<file path="src/design/flash_protect_pkg.sv">
package flash_protect_pkg;
  localparam int CLK_MHZ         = 250;
  localparam int UNLOCK_DELAY_US = 100;
  localparam int UNLOCK_TOL_US   = 20;
  localparam int PAGE_PROG_US    = 300;
  localparam int SECTOR_ERASE_US = 1000;
  localparam int UNLOCK_DELAY_CYC = UNLOCK_DELAY_US * CLK_MHZ;
  localparam int PAGE_PROG_CYC    = PAGE_PROG_US * CLK_MHZ;
  localparam int SECTOR_ERASE_CYC = SECTOR_ERASE_US * CLK_MHZ;
  localparam int NUM_SECTORS_DEF  = 256;
  localparam int TIMER_W_DEF      = 24;

  localparam logic [1:0] MODE_NONE     = 2'h3;
  localparam logic [1:0] MODE_PERSIST  = 2'h2;
  localparam logic [1:0] MODE_PASSWORD = 2'h1;
  localparam logic [1:0] MODE_ILLEGAL  = 2'h0;

  localparam logic [7:0]  DYB_CLEAR_BYTE = 8'h00;
  localparam logic [7:0]  DYB_SET_BYTE   = 8'hFF;
  localparam logic [63:0] PASSWORD_RESET = 64'hFFFFFFFFFFFFFFFF;

  // status byte in data[7:0], config byte in data[15:8]
  localparam int STATUS_WRITE_DISABLE_FLAG_POS    = 7;
  localparam int RANGE_LSB   = 2;
  localparam int CFG_LSB     = 8;
  localparam int DIR_POS     = 5;
  localparam int CFG_OTP_LSB = 2;
  localparam int FREEZE_POS  = 0;

  localparam logic [2:0] RANGE_NONE = 3'h0;
  localparam logic [2:0] RANGE_ALL  = 3'h7;

  typedef enum logic [3:0] {
    CMD_WRITE_STATUS,
    CMD_CLEAR_STATUS,
    CMD_ARRAY_MODIFY,
    CMD_OTP_AREA_PROG,
    CMD_OTP_CFG_PROG,
    CMD_MODE_PROG,
    CMD_PASSWORD_PROG,
    CMD_PASSWORD_UNLOCK,
    CMD_GUARD_CLEAR,
    CMD_PPB_PROG,
    CMD_PPB_ERASE,
    CMD_PPB_READ,
    CMD_DYB_WRITE,
    CMD_DYB_READ
  } cmd_t;
endpackage

</file>
<file path="src/design/flash_sector_write_protection.sv">
`timescale 1ns/10ps
`default_nettype none

// Summary of operation
// - direction 0: codes 0..7 protect none, upper 64th up to half, then all.
// - direction 1: same fractions counted from the lowest sector.
// - range size from three range bits, start side from config bit five.
// - sector protected if range or per-sector scheme protects it.
// - freeze bit blocks range controls and one-time area until power cycle.
// - write-protect low with disable flag set blocks status and config writes.
// - each sector has persistent and dynamic lock; either zero refuses modify.
// - guard bit zero refuses program or erase of persistent locks.
// - persistent mode: guard set at reset, clearable, never set by command.
// - password mode: guard cleared at reset and by a command anytime.
// - password mode: guard set only when supplied value matches 64-bit password.
// - mode bits 11 default persistent, 10 persistent, 01 password.
// - programming mode bits to 00 fails as a programming error.
// - once mode chosen, otp config, mode, password changes fail with error.
// - mode register programming takes page time with busy flag shown.
// - fresh device starts persistent mode with all sectors unprotected.
// - persistent locks programmed to 0 singly, erased to 1 together.
// - guard zero at persistent-lock program or erase: not executed, error.
// - lock program takes page time, erase takes sector time, busy readable.
// - a read returns the persistent lock of the addressed sector.
// - dynamic write clears or sets sector volatile bit any number of times.
// - access byte 00 clears, FF sets; dynamic bits reset to ones.
// - wrong password sets error, keeps busy, leaves guard zero.
// - unlock attempts spaced by 100 us; correct password skips the delay.
// - software reset leaves guard; only power or hardware reset reinitialise.
module flash_sector_write_protection
  import flash_protect_pkg::*;
#(
  parameter int NUM_SECTORS  = NUM_SECTORS_DEF,
  parameter int SECT_W       = $clog2(NUM_SECTORS),
  parameter int TIMER_W      = TIMER_W_DEF,
  parameter int UNLOCK_CYC   = UNLOCK_DELAY_CYC,
  parameter int PROG_CYC     = PAGE_PROG_CYC,
  parameter int ERASE_CYC    = SECTOR_ERASE_CYC
) (
  input  wire logic              i_clk_sys,
  input  wire logic              i_arst_n,
  input  wire logic              i_hw_reset_n,
  input  wire logic              i_wp_n,
  input  wire logic              i_cs_n,
  input  wire logic              i_cmd_valid,
  input  wire cmd_t              i_cmd_op,
  input  wire logic [SECT_W-1:0] i_cmd_sector,
  input  wire logic [63:0]       i_cmd_data,
  output logic                   o_busy,
  output logic                   o_prog_error,
  output logic                   o_guard,
  output logic [1:0]             o_mode,
  output logic [2:0]             o_range_code,
  output logic                   o_range_direction_select,
  output logic                   o_status_write_disable_flag,
  output logic                   o_freeze,
  output logic                   o_grant,
  output logic                   o_rd_valid,
  output logic [7:0]             o_rd_data
);

  ////////////////////////////////////////////////////////////////////////////
  // pin synchronisers
  logic [1:0] hw_sync_q;
  logic [1:0] wp_sync_q;
  logic [1:0] cs_sync_q;
  logic       cs_last_q;

  always_ff @(posedge i_clk_sys or negedge i_arst_n) begin
    if (!i_arst_n) begin
      hw_sync_q <= 2'h0;
      wp_sync_q <= 2'h3;
      cs_sync_q <= 2'h3;
      cs_last_q <= 1'b1;
    end else begin
      hw_sync_q <= {hw_sync_q[0], i_hw_reset_n};
      wp_sync_q <= {wp_sync_q[0], i_wp_n};
      cs_sync_q <= {cs_sync_q[0], i_cs_n};
      cs_last_q <= cs_sync_q[1];
    end
  end

  logic hw_rst;
  logic wp_low;
  logic take;
  // a command is taken when its frame closes; decoder holds fields stable by then
  assign hw_rst = !hw_sync_q[1];
  assign wp_low = !wp_sync_q[1];
  assign take   = cs_sync_q[1] && !cs_last_q && i_cmd_valid;

  ////////////////////////////////////////////////////////////////////////////
  // protection state
  logic [NUM_SECTORS-1:0] ppb_q, ppb_d;
  logic [NUM_SECTORS-1:0] dyb_q, dyb_d;
  logic [63:0]            pass_q, pass_d;
  logic [1:0]             mode_q, mode_d;
  logic [2:0]             range_q, range_d;
  logic [3:0]             cfg_q, cfg_d;
  logic                   status_write_disable_flag_q, status_write_disable_flag_d;
  logic                   freeze_q, freeze_d;
  logic                   guard_q, guard_d;
  logic                   err_q, err_d;
  logic [TIMER_W-1:0]     cnt_q, cnt_d;
  logic                   busy_q, busy_d;
  logic                   grant_q, grant_d;
  logic                   rdv_q, rdv_d;
  logic [7:0]             rdd_q, rdd_d;

  logic [NUM_SECTORS-1:0] range_hit;
  logic                   dir_bit;
  logic                   pw_mode;
  logic                   mode_chosen;
  logic                   sect_prot;

  assign dir_bit     = cfg_q[DIR_POS-CFG_OTP_LSB];
  assign pw_mode     = (mode_q == MODE_PASSWORD);
  assign mode_chosen = (mode_q != MODE_NONE);

  // span of the range is NUM_SECTORS / 2^(7-code) for codes 1..6
  genvar gs;
  generate
    for (gs = 0; gs < NUM_SECTORS; gs++) begin : g_range
      always_comb begin
        int span;
        span = NUM_SECTORS >> (int'(RANGE_ALL) - int'(range_q));
        if (range_q == RANGE_NONE) begin
          range_hit[gs] = 1'b0;
        end else if (range_q == RANGE_ALL) begin
          range_hit[gs] = 1'b1;
        end else if (dir_bit) begin
          range_hit[gs] = (gs < span);
        end else begin
          range_hit[gs] = (gs >= NUM_SECTORS - span);
        end
      end
    end
  endgenerate

  // either scheme alone is enough to block the target
  assign sect_prot = range_hit[i_cmd_sector] || !ppb_q[i_cmd_sector]
                     || !dyb_q[i_cmd_sector];

  ////////////////////////////////////////////////////////////////////////////
  // next state
  always_comb begin
    ppb_d    = ppb_q;
    dyb_d    = dyb_q;
    pass_d   = pass_q;
    mode_d   = mode_q;
    range_d  = range_q;
    cfg_d    = cfg_q;
    status_write_disable_flag_d   = status_write_disable_flag_q;
    freeze_d = freeze_q;
    guard_d  = guard_q;
    err_d    = err_q;
    cnt_d    = (cnt_q != '0) ? cnt_q - 1'b1 : cnt_q;
    grant_d  = 1'b0;
    rdv_d    = 1'b0;
    rdd_d    = rdd_q;
    // software reset has no path into the guard; only these two resets do
    if (hw_rst) begin
      guard_d = !pw_mode;
      dyb_d   = '1;
      err_d   = 1'b0;
      cnt_d   = '0;
    end else if (take && !busy_q) begin
      case (i_cmd_op)
        CMD_WRITE_STATUS: begin
          if (!(wp_low && status_write_disable_flag_q)) begin
            if (!freeze_q) begin
              range_d = i_cmd_data[RANGE_LSB +: 3];
              status_write_disable_flag_d  = i_cmd_data[STATUS_WRITE_DISABLE_FLAG_POS];
            end
            if (cfg_q != i_cmd_data[CFG_LSB+CFG_OTP_LSB +: 4]) begin
              if (mode_chosen || freeze_q) begin
                err_d = 1'b1;
              end else begin
                cfg_d = i_cmd_data[CFG_LSB+CFG_OTP_LSB +: 4];
              end
            end
            // freeze is sticky until power goes away
            freeze_d = freeze_q || i_cmd_data[CFG_LSB+FREEZE_POS];
          end
        end
        CMD_CLEAR_STATUS: begin
          err_d = 1'b0;
        end
        CMD_ARRAY_MODIFY: begin
          if (sect_prot) begin
            err_d = 1'b1;
          end else begin
            grant_d = 1'b1;
          end
        end
        CMD_OTP_AREA_PROG: begin
          if (freeze_q) begin
            err_d = 1'b1;
          end else begin
            grant_d = 1'b1;
          end
        end
        CMD_OTP_CFG_PROG: begin
          if (mode_chosen) begin
            err_d = 1'b1;
          end else begin
            grant_d = 1'b1;
          end
        end
        CMD_MODE_PROG: begin
          if (mode_chosen || i_cmd_data[1:0] == MODE_ILLEGAL) begin
            err_d = 1'b1;
          end else begin
            mode_d = i_cmd_data[1:0];
            cnt_d  = TIMER_W'(PROG_CYC);
          end
        end
        CMD_PASSWORD_PROG: begin
          if (mode_chosen) begin
            err_d = 1'b1;
          end else begin
            // cells only move from 1 to 0
            pass_d = pass_q & i_cmd_data;
            cnt_d  = TIMER_W'(PROG_CYC);
          end
        end
        CMD_PASSWORD_UNLOCK: begin
          if (pw_mode) begin
            if (i_cmd_data == pass_q) begin
              guard_d = 1'b1;
            end else begin
              err_d = 1'b1;
              cnt_d = TIMER_W'(UNLOCK_CYC);
            end
          end
        end
        CMD_GUARD_CLEAR: begin
          guard_d = 1'b0;
        end
        CMD_PPB_PROG: begin
          if (!guard_q) begin
            err_d = 1'b1;
          end else begin
            ppb_d[i_cmd_sector] = 1'b0;
            cnt_d = TIMER_W'(PROG_CYC);
          end
        end
        CMD_PPB_ERASE: begin
          if (!guard_q) begin
            err_d = 1'b1;
          end else begin
            ppb_d = '1;
            cnt_d = TIMER_W'(ERASE_CYC);
          end
        end
        CMD_PPB_READ: begin
          rdv_d = 1'b1;
          rdd_d = ppb_q[i_cmd_sector] ? DYB_SET_BYTE : DYB_CLEAR_BYTE;
        end
        CMD_DYB_WRITE: begin
          if (i_cmd_data[7:0] == DYB_CLEAR_BYTE) begin
            dyb_d[i_cmd_sector] = 1'b0;
          end else if (i_cmd_data[7:0] == DYB_SET_BYTE) begin
            dyb_d[i_cmd_sector] = 1'b1;
          end
        end
        CMD_DYB_READ: begin
          rdv_d = 1'b1;
          rdd_d = dyb_q[i_cmd_sector] ? DYB_SET_BYTE : DYB_CLEAR_BYTE;
        end
        default: begin
          rdv_d = 1'b0;
        end
      endcase
    end
    busy_d = (cnt_d != '0);
  end

  // nonvolatile state is held in flops; power-on restores the shipped values
  always_ff @(posedge i_clk_sys or negedge i_arst_n) begin
    if (!i_arst_n) begin
      ppb_q    <= '1;
      dyb_q    <= '1;
      pass_q   <= PASSWORD_RESET;
      mode_q   <= MODE_NONE;
      range_q  <= RANGE_NONE;
      cfg_q    <= 4'h0;
      status_write_disable_flag_q   <= 1'b0;
      freeze_q <= 1'b0;
      guard_q  <= 1'b1;
      err_q    <= 1'b0;
      cnt_q    <= '0;
      busy_q   <= 1'b0;
      grant_q  <= 1'b0;
      rdv_q    <= 1'b0;
      rdd_q    <= 8'h00;
    end else begin
      ppb_q    <= ppb_d;
      dyb_q    <= dyb_d;
      pass_q   <= pass_d;
      mode_q   <= mode_d;
      range_q  <= range_d;
      cfg_q    <= cfg_d;
      status_write_disable_flag_q   <= status_write_disable_flag_d;
      freeze_q <= freeze_d;
      guard_q  <= guard_d;
      err_q    <= err_d;
      cnt_q    <= cnt_d;
      busy_q   <= busy_d;
      grant_q  <= grant_d;
      rdv_q    <= rdv_d;
      rdd_q    <= rdd_d;
    end
  end

  assign o_busy                      = busy_q;
  assign o_prog_error                = err_q;
  assign o_guard                     = guard_q;
  assign o_mode                      = mode_q;
  assign o_range_code                = range_q;
  assign o_range_direction_select    = dir_bit;
  assign o_status_write_disable_flag = status_write_disable_flag_q;
  assign o_freeze                    = freeze_q;
  assign o_grant                     = grant_q;
  assign o_rd_valid                  = rdv_q;
  assign o_rd_data                   = rdd_q;

  logic go;
  assign go = take && !busy_q && !hw_rst;
endmodule

`default_nettype wire

</file>
<file path="config.mk">
export PLATFORM = sky130hd
export DESIGN_NAME = flash_sector_write_protection
export DESIGN_NICKNAME = d
export VERILOG_FILES = /design/src/design/flash_protect_pkg.sv /design/src/design/flash_sector_write_protection.sv
export SDC_FILE = /design/constraint.sdc
export NUM_CORES = 2
export LEC_CHECK = 0
export ABC_AREA = 1
export BUFFER_PORTS_ARGS = -buffer_cell sky130_fd_sc_hd__buf_2
export CAP_MARGIN = 20
export CORE_AREA = 3 3 356 253
export CTS_CLUSTER_DIAMETER = 200
export DETAILED_ROUTE_END_ITERATION = 16
export DIE_AREA = 0 0 359 256
export HOLD_SLACK_MARGIN = 0.05
export PLACE_DENSITY = 0.66
export RECOVER_POWER = 50
export SETUP_SLACK_MARGIN = 0.05
export SLEW_MARGIN = 20
export SYNTH_ARGS = -nofsm -noshare
export SYNTH_HDL_FRONTEND = slang
export SYNTH_SLANG_ARGS = --single-unit
</file>
<file path="constraint.sdc">
create_clock -name i_clk_sys -period 6.22 [get_ports i_clk_sys]
set_input_delay 0.622 -clock i_clk_sys [delete_from_list [all_inputs] [get_ports i_clk_sys]]
set_output_delay 0.622 -clock i_clk_sys [all_outputs]
set_load 0.01 [all_outputs]
</file>
==> flow_summary.yaml <==
place:
  numPortBuffers: 102
  dp_hpwl_um: 67000
  dpl_cell_area_mm2: 0.0361
  dp_slack_ps: 1950
  gp_congestion: 0.930
global_route:
  grt_util_all_layers_pct: 24.4
  antenna_found_initial: 4
  grt_pass1_wl_um: 181000
  grt_pass1_vias: 30287
  grt-ovfl-total: 0
  grt_max_degree: 208
sta:
  finalSetupViolations: 0
  skew_ps: 20.3
  hold_violations: 0
  tns_ps: 0
  rsz0062_at_grt: "no"
  fin_crit_sh_pct: 73.3
  maxSlewViolCount: 533
  fin_hold_ws_ps: 28.0
  fmax_mhz: 219
  period_needed_ps: 4560
  worst_pin_slew_ps: 5510
  relSlewSlack_pct: -268
  setup_ws_ps: 1660
critical_path:
  end_kind: "async pin"
  r2r.worst_path.cells: 6
  path_class: "in -> async"
  setup.worst_path.end: "cnt_q[18]$_DFF_PN0_"
  rr_startpoint: "hw_sync_q[1]$_DFF_PN0_"
  cp.buffers_inverters: 2
  crit_fanout: 166
  crit_family: "buffers and inverters"
  slowest_delay_ps: 2900
  reg2reg_slack_ps: 1930
  r2r-end: "ppb_q[122]$_DFFE_PN1P_"
  slowest_stage: "clkbuf_2"
  crit_chain: "buf_8 -> clkbuf_2"
  path_depth: 2
  cp.required_ps: 6020
  crit_start: "i_arst_n"
  worstPathArrival_ps: 4360
  critPathLaunchType: "input pin"
logic_synthesis:
  yosysWarnings: 0
  synth_xor_area_share_pct: 0.582
  yosysTopAreaCellShare_pct: 44.3
  synth_edf_count: 0
  synth_top_family_by_area: "simple AND/OR/NAND/NOR gates"
  synth_flop_cell: "dfstp_2"
  synth-seq-cells: 624
  synth_adder_area_share_pct: 2.53
  synth-compound-area-share_pct: 16.4
  muxShareOfSynthArea_pct: 2.18
  syn-num-nets: 4585
  postSynthAreaPerCell_um2: 7.81
  synthTopCellsByArea: "dfstp_2 (44%), nand2_1 (17%), o21ai_0 (8.6%), o311ai_0 (6.0%), nor2_1 (3.6%)"
  yosysUniqueCellTypes: 44
  async_flop_share_pct: 100
  synth-simple-area-share_pct: 24.3
  synth_top_area_cell: "dfstp_2"
  synth_area_mm2: 0.0346
  ys_seq_area_share_pct: 47.2
  synthCells: 4433
clock_tree:
  clk_pin_slew_ps: 60
  cts_tree: "built"
  cts_resized: 0
  postCtsSetupRepairBufs: 0
  cts_made_buffers: 61
  clock-sinks: 624
  cts_max_level: 2
  clock-root-buffer: "clkbuf_16"
  cts_buffer_depth: 3
  clk_latency_ps: 650
pwr:
  p_sw_w: 0.00272
  p_comb_share_pct: 14.1
  p_per_area_mw_per_mm2: 246
  p_int_w: 0.00664
  clkPwrFrac_pct: 39.4
  leakage_nw: 18.2
  vdd.ir_drop.worst_mv: 0.238
  swShare_pct: 29.1
  p_seq_share_pct: 46.5
status:
  violations: "max-capacitance violations, max-slew violations"
  outcome: "complete, but fails checks"
worst_hold_path:
  min_path_type: "in -> async"
run:
  maxCapViolations: 4
floorplanning:
  dieArea_mm2: 0.0919
  ios: 103
  rows: 91
  die_h_um: 256
  start_util_pct: 39.7
  die_width_um: 359
  design.core.area_mm2: 0.0872
route:
  routed_via_density: 5.72
  first_pass_iters: 8
  drcViolationCount: 0
  wl_per_cell_um: 20.8
  vias: 31834
  wirelength_um: 116000
  drt_iter0_markers: 3460
  ant_nets: 0
cells_and_area:
  nets: 4504
  area_delta_synth_final_pct: 9.79
  drive_gt1_share_pct: 21.9
  final_cell_area_mm2: 0.0380
==> power groups by stage <==
stage                     clock network, W  registers [W]  logic, W
after global routing               0.00393        0.00437   0.00146
after CTS                          0.00374        0.00436   0.00130
final                              0.00369        0.00436   0.00132
after floorplan                          0        0.00438  0.000860
after global placement                   0        0.00441   0.00128
after detailed placement                 0        0.00441   0.00129
==> worst register-to-register path, cell delays in order (launching register included) <==
cell and delay (ps):
dfrtp_4 890, clkinv_1 570, nor2_1 870, nand2_8 640
buf_4 850, o21ai_0 290, nand2_1 70
==> how the worst min path moves through the flow <==
stage | start | endpoint | slack [ps] | cells past startpoint
finish | i_arst_n | o_range_code[0]$_DFFE_PN0P_ | 30 | 1
global route | i_arst_n | o_range_code[0]$_DFFE_PN0P_ | 90 | 1
CTS | i_arst_n | o_range_code[2]$_DFFE_PN0P_ | 70 | 1
detailed placement | hw_sync_q[0]$_DFF_PN0_ | hw_sync_q[1]$_DFF_PN0_ | 340 | 0
global placement | hw_sync_q[0]$_DFF_PN0_ | hw_sync_q[1]$_DFF_PN0_ | 330 | 0
floorplan | i_arst_n | cfg_q[0]$_DFFE_PN0P_ | 330 | 0
==> cell usage in the layout, fill, tap and decap left out, drive strengths merged, types with 5 or more instances in the layout <==
master	instances
a21oi	28
a31oi	6
buf	164
clkbuf	98
clkinv	22
dfrtp	40
dfstp	584
ha	70
inv	265
mux2	67
nand2	1590
nand3	132
nand4	38
nor2	337
nor3	11
nor4	22
o2111ai	5
o21ai	604
o21bai	8
o311ai	257
xnor2	11
xor2	12
==> cells in the mapped netlist (2+ instances only) <==
cell and count:
buf_4 19, o2111ai_1 5, nand2_2 2, inv_1 260, o31ai_1 2, o21bai_1 8
nor2_2 5, dfstp_2 584, buf_6 2, buf_2 51, o21ai_1 11, a211oi_1 3
mux2_2 67, nor3_1 11, nand3_1 131, o22ai_1 4, o311ai_1 19, o21ai_0 593
or2_2 3, and2_1 4, nor4_1 21, xnor2_1 11, inv_2 5, o211ai_1 4
a31oi_1 6, buf_1 11, xor2_1 12, nand4_1 38, nor2_1 331, o311ai_0 238
clkbuf_1 233, ha_1 70, clkinv_1 4, a21oi_1 28, nand3b_1 2, dfrtp_1 40
nand2_1 1588
==> cells by family (layout without fill, tap and decap cells) <==
family	Yosys count	in the layout
and+or+nand+nor	2140	2140
AOI/OAI and AO/OA	924	924
DFF	624	624
buffers and inverters	585	554
adders and majority gates	70	70
muxes	67	67
xor gates and xnor gates	23	23
other	0	3
==> layer usage <==
layer  routed length, um  GRT usage, %  vias to the layer above  share of wire, %
met1               52800          37.2                    15365                46
met4                2780          6.76                        0               2.4
met3               12400          5.69                      185                11
met5                   0             0                        -                 0
met2               47700          34.0                     1586                41
li1                    -             -                    14698                 -
==> stage by stage <==
stage                     util (%)  power (W)  cells
final                         43.6    0.00937   5567
after global routing          43.6    0.00976   5567
after CTS                     43.6    0.00940   5563
after detailed placement      41.4    0.00570   5447
after global placement        41.4    0.00569   5447
after floorplan                  -    0.00524   4433
==> flip-flops by register name, indices dropped and copies added, names as in the netlist, 2 cells and up <==
signal	flops
wp_sync_q	2
hw_sync_q	2
dyb_q	256
cs_sync_q	2
ppb_q	256
o_mode	2
cfg_q	4
pass_q	64
o_range_code	3
cnt_q	24
==> layout make-up <==
type	instances	area [um^2]
Antenna cell	3	7.51
Clock buffer	93	1820
Clock inverter	20	109
Fill cell	8813	49200
Inverter	269	1020
Multi-Input combinational cell	3224	16100
Sequential cell	624	16300
Tap cell	1162	1450
Timing Repair Buffer	172	1130
==> timing repair <==
item	in CTS	in global routing
hold endpoints to repair	3	0
hold buffers	3	0
endpoints found under the setup margin	0	0
No activity file was read; power rests on OpenSTA's default activity.
